## src/itp_pkg.sv

```systemverilog
// Package of constants for the interval timer programming front end
package itp_pkg;
  // Bus port codes
  localparam logic [1:0] PORT_CNT0 = 2'h0;
  localparam logic [1:0] PORT_CNT1 = 2'h1;
  localparam logic [1:0] PORT_CNT2 = 2'h2;
  localparam logic [1:0] PORT_CTRL = 2'h3;
  // Configuration word fields
  localparam int CW_SEL_HI = 7;
  localparam int CW_SEL_LO = 6;
  localparam int CW_FMT_HI = 5;
  localparam int CW_FMT_LO = 4;
  localparam int CW_MODE_HI = 3;
  localparam int CW_MODE_LO = 1;
  localparam int CW_BCD = 0;
  localparam logic [1:0] SEL_READBACK = 2'h3;
  // Access formats
  localparam logic [1:0] FMT_LATCH = 2'h0;
  localparam logic [1:0] FMT_LOW   = 2'h1;
  localparam logic [1:0] FMT_HIGH  = 2'h2;
  localparam logic [1:0] FMT_BOTH  = 2'h3;
  // Reset values
  localparam logic [7:0]  CW_RESET  = 8'h00;
  localparam logic [15:0] CNT_RESET = 16'h0000;
  // Decoded waveform modes
  typedef enum logic [2:0] {
    MODE0, MODE1, MODE2, MODE3, MODE4, MODE5
  } itp_mode_e;
endpackage

```

## src/itp_counter.sv

```systemverilog
// One down-counting element with binary or BCD decrement
`timescale 1ns/1ns
module itp_counter #(
  parameter int WIDTH = 16
) (
  input  wire logic             clk,
  input  wire logic             rst_n,
  input  wire logic             clear,
  input  wire logic             load,
  input  wire logic [WIDTH-1:0] load_val,
  input  wire logic             bcd,
  input  wire logic             enable,
  output logic      [WIDTH-1:0] count_q
);
  localparam int DIGITS = WIDTH / 4;

  // BCD decrement over all decades
  function automatic logic [WIDTH-1:0] bcd_dec(input logic [WIDTH-1:0] v);
    logic [WIDTH-1:0] r;
    logic             borrow;
    r = v;
    borrow = 1'b1;
    for (int i = 0; i < DIGITS; i++) begin
      if (borrow) begin
        if (v[i*4 +: 4] == 4'h0) begin
          r[i*4 +: 4] = 4'h9;
        end else begin
          r[i*4 +: 4] = v[i*4 +: 4] - 4'h1;
          borrow = 1'b0;
        end
      end
    end
    return r;
  endfunction

  always_ff @(posedge clk or negedge rst_n) begin
    if (!rst_n) begin
      count_q <= '0;
    end else if (clear) begin
      count_q <= '0;
    end else if (load) begin
      count_q <= load_val;
    end else if (enable) begin
      // Zero wraps to all ones or 9999, i.e. full count
      count_q <= bcd ? bcd_dec(count_q) : count_q - 1'b1;
    end
  end
endmodule

```

## src/itp_front.sv

```systemverilog
// Bus decode, configuration and count loading for three timer counters
//
// How it works
// - Selected write stores byte to counter 0,1,2 or configuration word.
// - Selected read drives addressed counter's readable value on data bus.
// - Chip select high: bus undriven, strobes ignored.
// - Select field picks counter 0..2; code 11 is read-back, not configuration.
// - Format field: latch, low only, high only, low then high.
// - Mode field decoded 0..5, top bit ignored for modes 2 and 3.
// - BCD bit zero counts binary, one counts four BCD decades.
// - Configuring clears counter; reads return the cleared count register until a new count loads.
// - Each counter tracks its own low/high write progress.
// - Initial count zero means full count 10000H or BCD 10000.
// - Written count moves into counting element on next clock, then counts.
// - Deselected cycles keep configuration and count registers unchanged; enabled counting elements keep counting.
`timescale 1ns/1ns
module itp_front #(
  parameter int NCNT = 3
) (
  input  wire logic        ref_clk,
  input  wire logic        reset_n,
  input  wire logic        chip_sel_n,
  input  wire logic        rd_n,
  input  wire logic        wr_n,
  input  wire logic        port_select_low,
  input  wire logic        port_select_high,
  input  wire logic [7:0]  data_in,
  output logic      [7:0]  data_out,
  output logic             data_oe_n,
  input  wire logic [2:0]  cnt_enable,
  output logic      [47:0] count_value,
  output logic      [8:0]  wave_mode,
  output logic      [2:0]  count_bcd
);
  //****************************************
  // Reset release
  //****************************************
  logic rst_meta_q;
  logic rst_n_q;
  always_ff @(posedge ref_clk or negedge reset_n) begin
    if (!reset_n) begin
      rst_meta_q <= 1'b0;
      rst_n_q    <= 1'b0;
    end else begin
      rst_meta_q <= 1'b1;
      rst_n_q    <= rst_meta_q;
    end
  end

  //****************************************
  // Decoding helpers
  //****************************************
  function automatic itp_pkg::itp_mode_e mode_dec(input logic [2:0] m);
    if (m[1]) begin
      return m[0] ? itp_pkg::MODE3 : itp_pkg::MODE2;
    end
    case (m)
      3'h0:    return itp_pkg::MODE0;
      3'h1:    return itp_pkg::MODE1;
      3'h4:    return itp_pkg::MODE4;
      default: return itp_pkg::MODE5;
    endcase
  endfunction

  //****************************************
  // Strobe decode, edge detected on write
  //****************************************
  logic [1:0] port;
  logic       sel_wr;
  logic       sel_rd;
  logic       wr_seen_q;
  logic       wr_pulse;
  logic       rd_seen_q;
  logic       rd_end;
  assign port   = {port_select_high, port_select_low};
  assign sel_wr = !chip_sel_n && !wr_n && rd_n;
  assign sel_rd = !chip_sel_n && !rd_n && wr_n
                  && port != itp_pkg::PORT_CTRL;
  assign wr_pulse = sel_wr && !wr_seen_q;
  assign rd_end   = rd_seen_q && !sel_rd;

  always_ff @(posedge ref_clk or negedge rst_n_q) begin
    if (!rst_n_q) begin
      wr_seen_q <= 1'b0;
      rd_seen_q <= 1'b0;
    end else begin
      wr_seen_q <= sel_wr;
      rd_seen_q <= sel_rd;
    end
  end

  logic [7:0] cw;
  logic       cw_wr;
  assign cw    = data_in;
  assign cw_wr = wr_pulse && port == itp_pkg::PORT_CTRL
                 && cw[itp_pkg::CW_SEL_HI:itp_pkg::CW_SEL_LO]
                    != itp_pkg::SEL_READBACK;

  //****************************************
  // Per-counter state
  //****************************************
  logic [1:0]  fmt_q    [NCNT];
  logic [2:0]  mode_q   [NCNT];
  logic        bcd_q    [NCNT];
  logic [15:0] cr_q     [NCNT];
  logic        wr_hi_q  [NCNT];
  logic        rd_hi_q  [NCNT];
  logic        load_q   [NCNT];
  logic        loaded_q [NCNT];
  logic        latched_q[NCNT];
  logic [15:0] ol_q     [NCNT];
  logic [15:0] ce       [NCNT];
  logic [7:0]  rd_byte  [NCNT];

  genvar g;
  generate
    for (g = 0; g < NCNT; g++) begin : g_cnt
      logic cfg_hit;
      logic cnt_wr;
      logic latch_cmd;
      assign cfg_hit = cw_wr
        && cw[itp_pkg::CW_SEL_HI:itp_pkg::CW_SEL_LO] == 2'(g);
      assign latch_cmd = cfg_hit
        && cw[itp_pkg::CW_FMT_HI:itp_pkg::CW_FMT_LO]
           == itp_pkg::FMT_LATCH;
      assign cnt_wr = wr_pulse && port == 2'(g);

      // Configuration fields
      always_ff @(posedge ref_clk or negedge rst_n_q) begin
        if (!rst_n_q) begin
          fmt_q[g]  <= itp_pkg::CW_RESET[5:4];
          mode_q[g] <= itp_pkg::CW_RESET[3:1];
          bcd_q[g]  <= itp_pkg::CW_RESET[0];
        end else if (cfg_hit && !latch_cmd) begin
          fmt_q[g]  <= cw[itp_pkg::CW_FMT_HI:itp_pkg::CW_FMT_LO];
          mode_q[g] <= cw[itp_pkg::CW_MODE_HI:itp_pkg::CW_MODE_LO];
          bcd_q[g]  <= cw[itp_pkg::CW_BCD];
        end
      end

      // Count register, write progress and load request
      always_ff @(posedge ref_clk or negedge rst_n_q) begin
        if (!rst_n_q) begin
          cr_q[g]    <= itp_pkg::CNT_RESET;
          wr_hi_q[g] <= 1'b0;
          load_q[g]  <= 1'b0;
        end else begin
          load_q[g] <= 1'b0;
          if (cfg_hit && !latch_cmd) begin
            cr_q[g]    <= itp_pkg::CNT_RESET;
            wr_hi_q[g] <= 1'b0;
          end else if (cnt_wr) begin
            case (fmt_q[g])
              itp_pkg::FMT_LOW: begin
                cr_q[g]   <= {8'h00, data_in};
                load_q[g] <= 1'b1;
              end
              itp_pkg::FMT_HIGH: begin
                cr_q[g]   <= {data_in, 8'h00};
                load_q[g] <= 1'b1;
              end
              itp_pkg::FMT_BOTH: begin
                if (wr_hi_q[g]) begin
                  cr_q[g][15:8] <= data_in;
                  load_q[g]     <= 1'b1;
                end else begin
                  cr_q[g][7:0] <= data_in;
                end
                wr_hi_q[g] <= !wr_hi_q[g];
              end
              default: ;
            endcase
          end
        end
      end

      // A loaded count of zero decrements to full scale
      itp_counter #(
        .WIDTH (16)
      ) u_ce (
        .clk      (ref_clk),
        .rst_n    (rst_n_q),
        .clear    (cfg_hit && !latch_cmd),
        .load     (load_q[g]),
        .load_val (cr_q[g]),
        .bcd      (bcd_q[g]),
        .enable   (cnt_enable[g] && loaded_q[g]),
        .count_q  (ce[g])
      );

      // Output latch and read progress
      always_ff @(posedge ref_clk or negedge rst_n_q) begin
        if (!rst_n_q) begin
          loaded_q[g]  <= 1'b0;
          latched_q[g] <= 1'b0;
          ol_q[g]      <= itp_pkg::CNT_RESET;
          rd_hi_q[g]   <= 1'b0;
        end else begin
          if (cfg_hit && !latch_cmd) begin
            loaded_q[g] <= 1'b0;
            rd_hi_q[g]  <= 1'b0;
          end else if (load_q[g]) begin
            loaded_q[g] <= 1'b1;
          end
          if (latch_cmd && !latched_q[g]) begin
            ol_q[g]      <= ce[g];
            latched_q[g] <= 1'b1;
          end else if (rd_end && port == 2'(g)) begin
            if (fmt_q[g] == itp_pkg::FMT_BOTH) begin
              rd_hi_q[g] <= !rd_hi_q[g];
              if (rd_hi_q[g]) begin
                latched_q[g] <= 1'b0;
              end
            end else begin
              latched_q[g] <= 1'b0;
            end
          end
        end
      end

      logic [15:0] view;
      assign view = !loaded_q[g] ? cr_q[g] :
                    latched_q[g] ? ol_q[g] : ce[g];
      assign rd_byte[g] =
        (fmt_q[g] == itp_pkg::FMT_HIGH ||
         (fmt_q[g] == itp_pkg::FMT_BOTH && rd_hi_q[g])) ?
        view[15:8] : view[7:0];

      always_ff @(posedge ref_clk or negedge rst_n_q) begin
        if (!rst_n_q) begin
          count_value[g*16 +: 16] <= itp_pkg::CNT_RESET;
          wave_mode[g*3 +: 3]     <= 3'h0;
          count_bcd[g]            <= 1'b0;
        end else begin
          count_value[g*16 +: 16] <= ce[g];
          wave_mode[g*3 +: 3]     <= 3'(mode_dec(mode_q[g]));
          count_bcd[g]            <= bcd_q[g];
        end
      end
    end
  endgenerate

  //****************************************
  // Data bus drive
  //****************************************
  always_ff @(posedge ref_clk or negedge rst_n_q) begin
    if (!rst_n_q) begin
      data_out  <= 8'h00;
      data_oe_n <= 1'b1;
    end else begin
      data_oe_n <= !sel_rd;
      data_out  <= sel_rd ? rd_byte[port] : 8'h00;
    end
  end
endmodule

```

## config.mk

```make
export PLATFORM = sky130hd
export DESIGN_NAME = itp_front
export DESIGN_NICKNAME = d
export VERILOG_FILES = /design/src/itp_pkg.sv /design/src/itp_counter.sv /design/src/itp_front.sv
export SDC_FILE = /design/constraint.sdc
export NUM_CORES = 1
export LEC_CHECK = 0
export BUFFER_PORTS_ARGS = -buffer_cell sky130_fd_sc_hd__buf_2
export CORE_UTILIZATION = 56
export DETAILED_ROUTE_END_ITERATION = 12
export GPL_ROUTABILITY_DRIVEN = 0
export GPL_TIMING_DRIVEN = 0
export PLACE_DENSITY = 0.75
export SYNTH_ARGS = -nofsm -noshare
export SYNTH_HDL_FRONTEND = slang
export SYNTH_SLANG_ARGS = --single-unit
```

## constraint.sdc

```tcl
create_clock -name ref_clk -period 21.9 [get_ports ref_clk]
set_input_delay 1.095 -clock ref_clk [delete_from_list [all_inputs] [get_ports ref_clk]]
set_output_delay 1.095 -clock ref_clk [all_outputs]
set_load 0.02 [all_outputs]
```

== Yosys cells after proc, flatten, opt, wreduce, memory -nomap -nowiden ==
Index checks and enable logic that the tools add are counted.

* Bits in registers: 250
* Latch bits: 0
* Bits in writable memories: 0
* ROM bits: 0
* Input port bits: 18
* Output and inout port bits: 69
* Word-level logic and storage cells: 399
* Memories kept: 0

* Add/subtract/negate cells: 15
* $mul: 0
* Div/mod/pow operators: 0
* Magnitude comparators: 1
* Eq/ne operators: 40
* Shift operators: 0
* Mux-type cells: 169
* Bitwise gates (word level): 1
* Reduce and logical (&&, ||, !) cells: 113

{| class="wikitable"
|+ Operators by type and width
! kind !! count
|-
| two-way mux 16 bit || 24
|-
| case mux 16 bit (3 select lines) || 3
|-
| two-way mux 1 bit || 96
|-
| two-way mux 8 bit || 12
|-
| two-way mux 4 bit || 21
|-
| logical NOT 4 bit || 12
|-
| subtractor 16 x 1 -> 16 bit (second input constant) || 3
|-
| subtractor 4 x 1 -> 4 bit (second input constant) || 12
|-
| != test 4 x 1 -> 1 bit (second input constant) || 9
|-
| logical AND 1 bit || 33
|-
| AND reduction 2 bit || 15
|-
| case mux 3 bit (3 select lines) || 3
|-
| nonzero test 2 bit || 12
|-
| == test 2 bit (second input constant) || 9
|-
| two-way mux 3 bit || 6
|-
| != test 3 x 2 -> 1 bit (second input constant) || 6
|-
| AND reduction 3 bit || 6
|-
| logical NOT 1 bit || 17
|-
| binary-select mux 8 bit (select 2 bit) || 1
|-
| nonzero test 4 bit || 3
|-
| == test 2 x 1 -> 1 bit (second input constant) || 5
|-
| == test 3 x 1 -> 1 bit (second input constant) || 3
|-
| == test 3 bit (second input constant) || 3
|-
| logical NOT 3 bit || 3
|-
| 9 further kinds || 22
|}

== Logic depth before layout (Yosys ltp) ==
Gate-level depths: netlist of the first run.

* Depth in word-level cells: 24
* Gate-level depth with buffers: 9

== By module ==
A second synthesis of the first run with hierarchy kept.

* Cells, all modules: 1163
* Area, all modules: 12733.5 µm²

{| class="wikitable"
|+ Modules (own cells, without submodules)
! module !! instances !! cells an instance !! area an instance (µm²)
|-
| itp_front || 1 || 672 || 8709.6
|-
| itp_counter (g_cnt[0].u_ce ...) || 2 || 162 || 1325.0
|-
| itp_counter (g_cnt[2].u_ce) || 1 || 167 || 1373.8
|}

== Worst setup path after synthesis of the first run ==
Ideal clock, no wire load.

* Kind: input to register
* From: input port chip_sel_n
* To: register ol_q[30] (netlist name)
* Library setup time: 0.128 ns
* Arrival: 2.865 ns
* Data required time: 21.772 ns
* Setup slack: 18.908 ns
* Stages on the path: 7
* Cells stage by stage: or4b_1 -> buf_2 -> buf_2 -> nor3_2 -> nand2_1 -> clkbuf_1 -> mux2_1

* Cells in the longest elaborated chain, start to end: 9

{| class="wikitable"
|+ RTL lines
! element !! RTL line !! source
|-
| start: declaration || itp_front.sv:22 || <nowiki>input wire logic chip_sel_n,</nowiki>
|-
| logical NOT 1 bit || itp_front.sv:76 || <nowiki>assign sel_wr = !chip_sel_n && !wr_n && rd_n;</nowiki>
|-
| logical AND 1 bit (2 in series) || itp_front.sv:76 ||
|-
| logical AND 1 bit || itp_front.sv:79 || <nowiki>assign wr_pulse = sel_wr && !wr_seen_q;</nowiki>
|-
| logical AND 1 bit || itp_front.sv:95 || <nowiki>assign cw_wr = wr_pulse && port == itp_pkg::PORT_CTRL</nowiki>
|-
| logical AND 1 bit || itp_front.sv:96 || <nowiki>&& cw[itp_pkg::CW_SEL_HI:itp_pkg::CW_SEL_LO]</nowiki>
|-
| logical AND 1 bit || itp_front.sv:122 || <nowiki>&& cw[itp_pkg::CW_SEL_HI:itp_pkg::CW_SEL_LO] == 2'(g);</nowiki>
|-
| logical AND 1 bit || itp_front.sv:124 || <nowiki>&& cw[itp_pkg::CW_FMT_HI:itp_pkg::CW_FMT_LO]</nowiki>
|-
| logical AND 1 bit || itp_front.sv:205 || <nowiki>if (latch_cmd && !latched_q[g]) begin</nowiki>
|-
| end signal: indexed assignment || itp_front.sv:196 || <nowiki>ol_q[g] <= itp_pkg::CNT_RESET;</nowiki>
|-
| end signal: indexed assignment || itp_front.sv:206 || <nowiki>ol_q[g] <= ce[g];</nowiki>
|-
| end: declaration || itp_front.sv:111 || <nowiki>logic [15:0] ol_q [NCNT];</nowiki>
|}

Every way passes these cells.
A chain may end at the register's enable or synchronous reset.

== Worst setup path in the final report of the first run ==
* From: register fmt_q[2] (netlist name)
* To: register data_out[1]

* Cells in the longest elaborated chain, start to end: 8
* Elaborated cells on any way between the ends: 9
* Classes of those cells: 2 x eq/ne; 5 x mux; 2 x reduce/logical

{| class="wikitable"
|+ RTL lines
! element !! RTL line !! source
|-
| start: declaration || itp_front.sv:102 || <nowiki>logic [1:0] fmt_q [NCNT];</nowiki>
|-
| start signal: indexed assignment || itp_front.sv:131 || <nowiki>fmt_q[g] <= itp_pkg::CW_RESET[5:4];</nowiki>
|-
| start signal: indexed assignment || itp_front.sv:135 || <nowiki>fmt_q[g] <= cw[itp_pkg::CW_FMT_HI:itp_pkg::CW_FMT_LO];</nowiki>
|-
| == test 2 bit || itp_front.sv:226 || <nowiki>(fmt_q[g] == itp_pkg::FMT_BOTH && rd_hi_q[g])) ?</nowiki>
|-
| logical AND 1 bit || itp_front.sv:226 ||
|-
| logical OR 1 bit * || itp_front.sv:225 || <nowiki>(fmt_q[g] == itp_pkg::FMT_HIGH ||</nowiki>
|-
| two-way mux 8 bit * || itp_front.sv:226 ||
|-
| binary-select mux 8 bit (select 2 bit) * || itp_front.sv:252 || <nowiki>data_out <= sel_rd ? rd_byte[port] : 8'h00;</nowiki>
|-
| two-way mux 8 bit (not written as such) * (2 in series) || itp_front.sv:252 ||
|-
| two-way mux 8 bit * || itp_front.sv:252 ||
|-
| end signal: assignment || itp_front.sv:252 ||
|-
| end: declaration || itp_front.sv:28 || <nowiki>output logic [7:0] data_out,</nowiki>
|}

Every way passes the cells marked *; elsewhere a longest branch is shown, timed or not. The select of a mux whose other input is x is not followed.

==> key figures, run 1 <==
STA
  • TNS Setup: 0 ns
  • RSZ-0062 raised after global routing: false
  • Endpoints failing setup: 0
  • Fin crit share: 0.148
  • Max Freq: 309 MHz
  • Hold violation total from the final report: 0
  • Final WS setup: 18.67 ns
  • Slew @ Worst Pin: 1.40 ns
  • Period minus WS final: 3.23 ns
  • Final Skew: 0.0109 ns
  • Fin. max-slew vios: 0
  • Max transition margin: 0.0597

CTS
  • CTS H-tree lvls: 1
  • Resize count post-CTS: 0
  • CTS tree: done
  • Clock latency on the worst-skew pair: 0.53 ns
  • Post-CTS setup repair buffer count: 0
  • Num CTS Buffers: 26
  • Hold bufs inserted after CTS: 0
  • # clock sinks: 250
  • Clock-pin slew on the worst setup and hold paths: 0.06 ns
  • Clk root buf: clkbuf_16
  • Worst-case clock buffer depth: 3

Global route
  • Met2 usage: 0.467
  • GRT overflow: 0
  • GR peak layer: met2
  • Met1 usage: 0.451
  • Grt met3 use: 0.0765
  • Global Route Usage Sum: 0.318
  • First-pass GRT wire length: 55.3 mm
  • Pin count of the biggest net entering global routing: 73
  • Initial antenna violation count: 1
  • Via count of the first global-routing pass: 10,139

Setup path
  • Critical Path RT: 22.28 ns
  • Peak fanout along the critical path: 10
  • Crit path DAT: 3.62 ns
  • CP endpoint kind: register
  • Crit path kind: reg -> reg
  • Register-to-register setup slack: 18.67 ns
  • Crit start category: register

Run
  • Max-cap violations: 0

Yosys
  • Cell variety after synth: 76
  • Asr flop ratio synth: 1.00
  • YS warnings: 0
  • Post-synth EDFFs: 0
  • Post-synthesis sequential area ratio: 0.505
  • Mapped Area: 0.0124 mm²
  • Syn_area_per_cell: 9.93 µm²
  • Top_reg_cell synth: dfrtp_1
  • Post-synthesis instance total: 1,249
  • Yosys reg bits: 250
  • Synthesized net count: 1,288

Route
  • Drt wl/cell: 21.3 µm
  • Drt drc: 0
  • Routed Antenna Nets: 0
  • Wirelength, routed: 35.3 mm
  • Iter 0 DRT Violations: 1,227
  • Via count: 10,658
  • Drt via density: 6.43
  • Drt pass-1 iters: 8

Placed design
  • IO buf count: 80
  • Setup slack at placement: 18.26 ns
  • Placed Area: 0.0132 mm²
  • Placed Cells: 1,612
  • DP HPWL: 24.9 mm

Floorplanning
  • Die Span X: 151 µm
  • Core Box Area: 0.0218 mm²
  • Die Ht: 151 µm
  • Num ports: 87
  • Initial Util: 0.570
  • Die ar.: 0.0227 mm²
  • Row count: 54

Cells and area
  • Commonest non-fill, non-tap cell in the layout: dfrtp_1
  • Ant. Diodes: 0
  • FF+latch area: 0.00626 mm²
  • Most frequent cells in the layout: dfrtp_1 (248), nand2_1 (194), a21oi_1 (92), buf_2 (89), clkbuf_1 (78)
  • Nets@finish: 1,399
  • Area growth syn-to-layout: 13.5%
  • Design area: 0.0141 mm²
  • Final cell count without fillers: 1,657
  • Share of cells above drive strength 1: 0.153
  • Area occupied by multi-input gates: 0.00564 mm²
  • Utilization after layout: 0.647
  • Fillers: 1,749

Status
  • Status: finished clean

Worst hold path
  • Hold WC Path Type: in -> async

Power and ir drop
  • Pwr/cell area: 110 mW/mm²
  • Lkg Pwr: 6.37 nW
  • Maximum vdd ir drop: 0.0813 mV
metal layers:
| layer | vias to the layer above | wire (µm) | part of all wire |
|---|---|---|---|
| met3 | 109 | 3750 | 0.11 |
| met4 | 0 | 1510 | 0.043 |
| met2 | 598 | 15700 | 0.45 |
| met1 | 5216 | 14300 | 0.41 |
| li1 | 4735 | - | - |
| met5 | - | 0 | 0 |
path summary, 6_finish.rpt:
path / end / cells past startpoint / from
setup reg to reg: data_out[1] / 8 / fmt_q[2]
hold reg to reg: rst_n_q / 0 / rst_meta_q
min in group ref_clk: rst_n_q / 0 / rst_meta_q
max in group asynchronous: g_cnt[1].u_ce.count_q[8] / 2 / rst_n_q
setup / recovery: data_out[1] / 8 / fmt_q[2]
hold / removal: rst_n_q / 1 / reset_n
Yosys cell counts, types with 9 or more instances:
library cell / instances / share of area
a211oi_1: 10 / 0.0061
a21oi_1: 92 / 0.037
a22o_1: 16 / 0.011
a22oi_1: 9 / 0.0054
a31oi_1: 10 / 0.0050
a32o_1: 11 / 0.0089
buf_2: 9 / 0.0036
clkbuf_1: 74 / 0.022
dfrtp_1: 249 / 0.50
ha_1: 21 / 0.021
inv_1: 41 / 0.012
mux2_2: 21 / 0.019
mux2i_1: 29 / 0.023
mux4_2: 24 / 0.044
nand2_1: 194 / 0.059
nand2b_1: 15 / 0.0076
nand3_1: 58 / 0.023
nand4_1: 10 / 0.0050
nor2_1: 66 / 0.020
nor2b_1: 14 / 0.0071
nor3_1: 21 / 0.0085
nor3b_1: 9 / 0.0054
nor4_1: 16 / 0.0081
o211ai_1: 16 / 0.0097
o21ai_0: 63 / 0.025
o22ai_1: 9 / 0.0045
o31ai_1: 12 / 0.0073
metrics by stage:
stage               total power, mW  hold WS (ns)
floorplan                     0.947         0.331
global placement               1.09         0.335
detailed placement             1.10         0.343
CTS                            1.54         0.332
global route                   1.62         0.335
finish                         1.54         0.338
cell type report:
type / instances / share of cell area
plain buffers: 88 / 0.0243
clock buffers: 36 / 0.0540
clock inverters: 9 / 0.00551
inverters: 42 / 0.0112
multi-input cells: 869 / 0.401
flip-flops and latches: 250 / 0.445
well taps: 280 / 0.0249
repair buffers: 83 / 0.0343
flip-flops by register name, indices dropped and copies added, names as in the netlist, 6 cells and up:
register and cells:
count_value 48, cr_q 48, data_out 8, fmt_q 6, g_cnt.u_ce.count_q 48, mode_q 9
ol_q 48, wave_mode 9
where the power goes:
part | internal (mW) | switching (mW)
logic | 0.177 | 0.278
registers | 0.556 | 0.0978
clock network | 0.253 | 0.181
logic make-up after synthesis:
| logic type | after synthesis | synth area share |
|---|---|---|
| buffers and inverters | 130 | 0.0403 |
| AOI/OAI and AO/OA | 311 | 0.164 |
| adders and majority gates | 21 | 0.0212 |
| DFF | 250 | 0.505 |
| other | 1 | 0.000302 |
| and+or+nand+nor | 457 | 0.180 |
| xor gates and xnor gates | 4 | 0.00283 |
| muxes | 75 | 0.0870 |
critical path: stages (launching register included):
cell	delay, ns
dfrtp_1	0.41
ha_1	0.21
clkbuf_1	0.19
a21oi_1	0.93
buf_2	0.45
mux2i_1	0.40
o22ai_1	0.13
a21oi_1	0.21
nand3_1	0.14
Note: power is estimated with default switching activity, not from simulation.
==> inputs of run 2 (changes only) <==
- CORE_UTILIZATION: 56 -> 55
- PLACE_DENSITY: 0.75 -> 0.77
- clock period: 21.9 -> 2.8 ns (I/O delays scaled with it)
==> run 2 against run 1 <==
The run now ends with DRC, setup timing left. Total power grew to 8.1 times the previous value. Critical path depth is 4 lower. Non-clock buffer count is 3 higher. Combinational power grew to 7.8 times the previous value. Largest power group unchanged.
==> key figures, run 2 (synthesis results as in run 1) <==
Route
  • DR top layer: met4
  • Drt via density: 6.46 (+0.51%)
  • Wire length on met2: 15.5 mm (-1.3%)
  • Iter 0 DRT Violations: 1,352 (+10%)
  • Metal3 WL: 3.73 mm (-0.48%)
  • Drt pass-1 iters: 10 (+2)
  • Routed Antenna Nets: 0 (unchanged)
  • WL met1: 14.4 mm (+0.78%)
  • Via count: 10,751 (+0.87%)
  • Wirelength, routed: 35.0 mm (-0.80%)
  • Drt drc: 19 (+19)
  • Drt wl/cell: 21.0 µm (-1.2%)

Power and ir drop
  • Power Total: 12.5 mW (+710%)
  • Pwr/cell area: 873 mW/mm² (+700%)
  • Lkg Pwr: 6.45 nW (+1.3%)
  • Maximum vdd ir drop: 0.648 mV (+700%)

Setup path
  • Cell family with most CP delay: simple AND/OR/NAND/NOR gates
  • FF-to-FF End: cr_q[36]
  • Register-to-register setup slack: -0.09 ns (-18.75 ns)
  • Buf/Inv on CP: 0 (-2)
  • Crit start category: register
  • Peak fanout along the critical path: 7 (-3)
  • Cells along the critical path: nor4b_1 -> o2111ai_1 -> nor3b_1 -> a22o_1
  • Crit path capture: cr_q[36]
  • Crit path kind: reg -> reg
  • Reg2reg path depth: 4 (-4)
  • CP Launch Point: wr_seen_q
  • Reg2reg start: wr_seen_q
  • Stages on the worst setup path: 4 (-4)
  • Critical Path RT: 3.26 ns (-19.02 ns)
  • Crit path DAT: 3.34 ns (-0.28 ns)
  • CP max stage delay: 1.07 ns (+0.14 ns)
  • Worst path slowest cell: nor4b_1
  • CP endpoint kind: register

Placed design
  • IO buf count: 80 (unchanged)
  • Setup slack at placement: -0.409 ns (-18.67 ns)
  • Placed Cells: 1,612 (unchanged)
  • DP HPWL: 24.3 mm (-2.5%)

STA
  • Fin crit share: 1.03 (+0.883)
  • Hold violation total from the final report: 0 (unchanged)
  • Endpoints failing setup: 2 (+2)
  • Max Freq: 347 MHz (+12%)
  • Hold WS: 0.0725 ns (-0.265 ns)
  • Slew @ Worst Pin: 1.34 ns (-0.0578 ns)
  • Final Skew: 0.0181 ns (+0.00726 ns)
  • Max transition margin: 0.0942 (+0.0345)
  • Fin. max-slew vios: 0 (unchanged)
  • RSZ-0062 raised after global routing: true
  • Final WS setup: -0.0853 ns (-18.75 ns)
  • Period minus WS final: 2.89 ns (-0.348 ns)

Floorplanning
  • Num ports: 87 (unchanged)
  • Die Span X: 152 µm (+0.89%)
  • Initial Util: 0.565 (-0.00526)
  • Die Ht: 152 µm (+0.89%)
  • Core Box Area: 0.0220 mm² (+0.93%)
  • Row count: 54 (unchanged)
  • Die ar.: 0.0231 mm² (+1.8%)

Global route
  • Pin count of the biggest net entering global routing: 73 (unchanged)
  • GRT overflow: 0 (unchanged)
  • Initial antenna violation count: 0 (-1)
  • Via count of the first global-routing pass: 10,112 (-0.27%)
  • First-pass GRT wire length: 56.1 mm (+1.5%)
  • Global Route Usage Sum: 0.308 (-0.0105)

Cells and area
  • Area occupied by multi-input gates: 0.00571 mm² (+1.2%)
  • Ant. Diodes: 0 (unchanged)
  • Fillers: 1,685 (-3.7%)
  • Commonest non-fill, non-tap cell in the layout: dfrtp_1
  • FF+latch area: 0.00626 mm² (unchanged)
  • Share of cells above drive strength 1: 0.161 (+0.00802)
  • Most frequent cells in the layout: dfrtp_1 (248), nand2_1 (194), a21oi_1 (90), buf_2 (89), clkbuf_1 (75)
  • Area growth syn-to-layout: 15.3%
  • Final cell count without fillers: 1,663 (+0.36%)
  • Nets@finish: 1,402 (+0.21%)

CTS
  • Worst-case clock buffer depth: 3 (unchanged)
  • Clock latency on the worst-skew pair: 0.53 ns (about the same)
  • CTS tree: done
  • CTS H-tree lvls: 1 (unchanged)
  • Clock-pin slew on the worst setup and hold paths: 0.06 ns (about the same)
  • # clock sinks: 250 (unchanged)
  • Clk root buf: clkbuf_16
  • Num CTS Buffers: 26 (unchanged)

Run
  • Max-cap violations: 0 (unchanged)

Worst hold path
  • Hold WC Path Type: in -> reg

Status
  • Status: complete, but fails checks
  • Failing checks: DRC, setup timing
[run 2: cell types whose count changed in the layout (fill, tap and decap cells not counted), sizes merged]
cell and change:
clkinvlp +3, dlygate4sd3 +4, clkinv -1, bufinv +4, clkbuf -4
[run 2: per-stage QoR]
step,utilization,cell area (µm²),setup TNS [ns]
3_5_place_dp,0.603,13200,-2.50
3_3_place_gp,0.599,13200,-136.05
5_1_grt,0.651,14300,-0.931
6_report,0.651,14300,-0.170
4_1_cts,0.649,14300,0
2_1_floorplan,-,12400,0
[run 2: worst min path at each step]
stage	cells after the start	endpoint	start
2_1_floorplan	0	rst_meta_q	reset_n
3_3_place_gp	1	rst_meta_q	reset_n
3_5_place_dp	1	rst_meta_q	reset_n
4_1_cts	3	load_q[2]	port_select_low
5_1_grt	4	rd_hi_q[0]	port_select_low
6_report	5	latched_q[0]	port_select_low
[run 2: where the power goes]
part / leakage [nW] / internal [mW] / switching [mW] / total (mW)
Clock: 0.463 / 2.33 / 1.45 / 3.78
Sequential: 3.20 / 4.35 / 0.773 / 5.12
Combinational: 2.78 / 1.40 / 2.18 / 3.57
[run 2: layer usage]
metal / up-vias / track usage
li1: 4735 / -
met5: - / 0
met1: 5203 / 0.448
met2: 701 / 0.460
met3: 112 / 0.0543
met4: 0 / 0.124
[run 2: what timing repair did]
| item | 4_1_cts | 5_1_grt |
|---|---|---|
| pin swaps | 0 | 1 |
| endpoints found under the hold margin | 3 | 0 |
| gates resized for setup | 5 | 6 |
| buffers inserted | 0 | 0 |
| hold buffers | 4 | 0 |
| endpoints found under the setup margin | 9 | 44 |
[run 2: layout make-up]
class                      count  area share
multi-input combinational    869       0.399
timing repair buffer          87      0.0366
buffer                        87      0.0236
clock inverter                15      0.0151
tap                          280      0.0245
inverter                      42      0.0110
sequential                   250       0.438
clock buffer                  33      0.0517
[run 2: worst reg2reg max path: stages, from the launching register on]
cell	delay [ns]
dfrtp_1	0.37
nor4b_1	1.07
o2111ai_1	0.65
nor3b_1	0.54
a22o_1	0.19
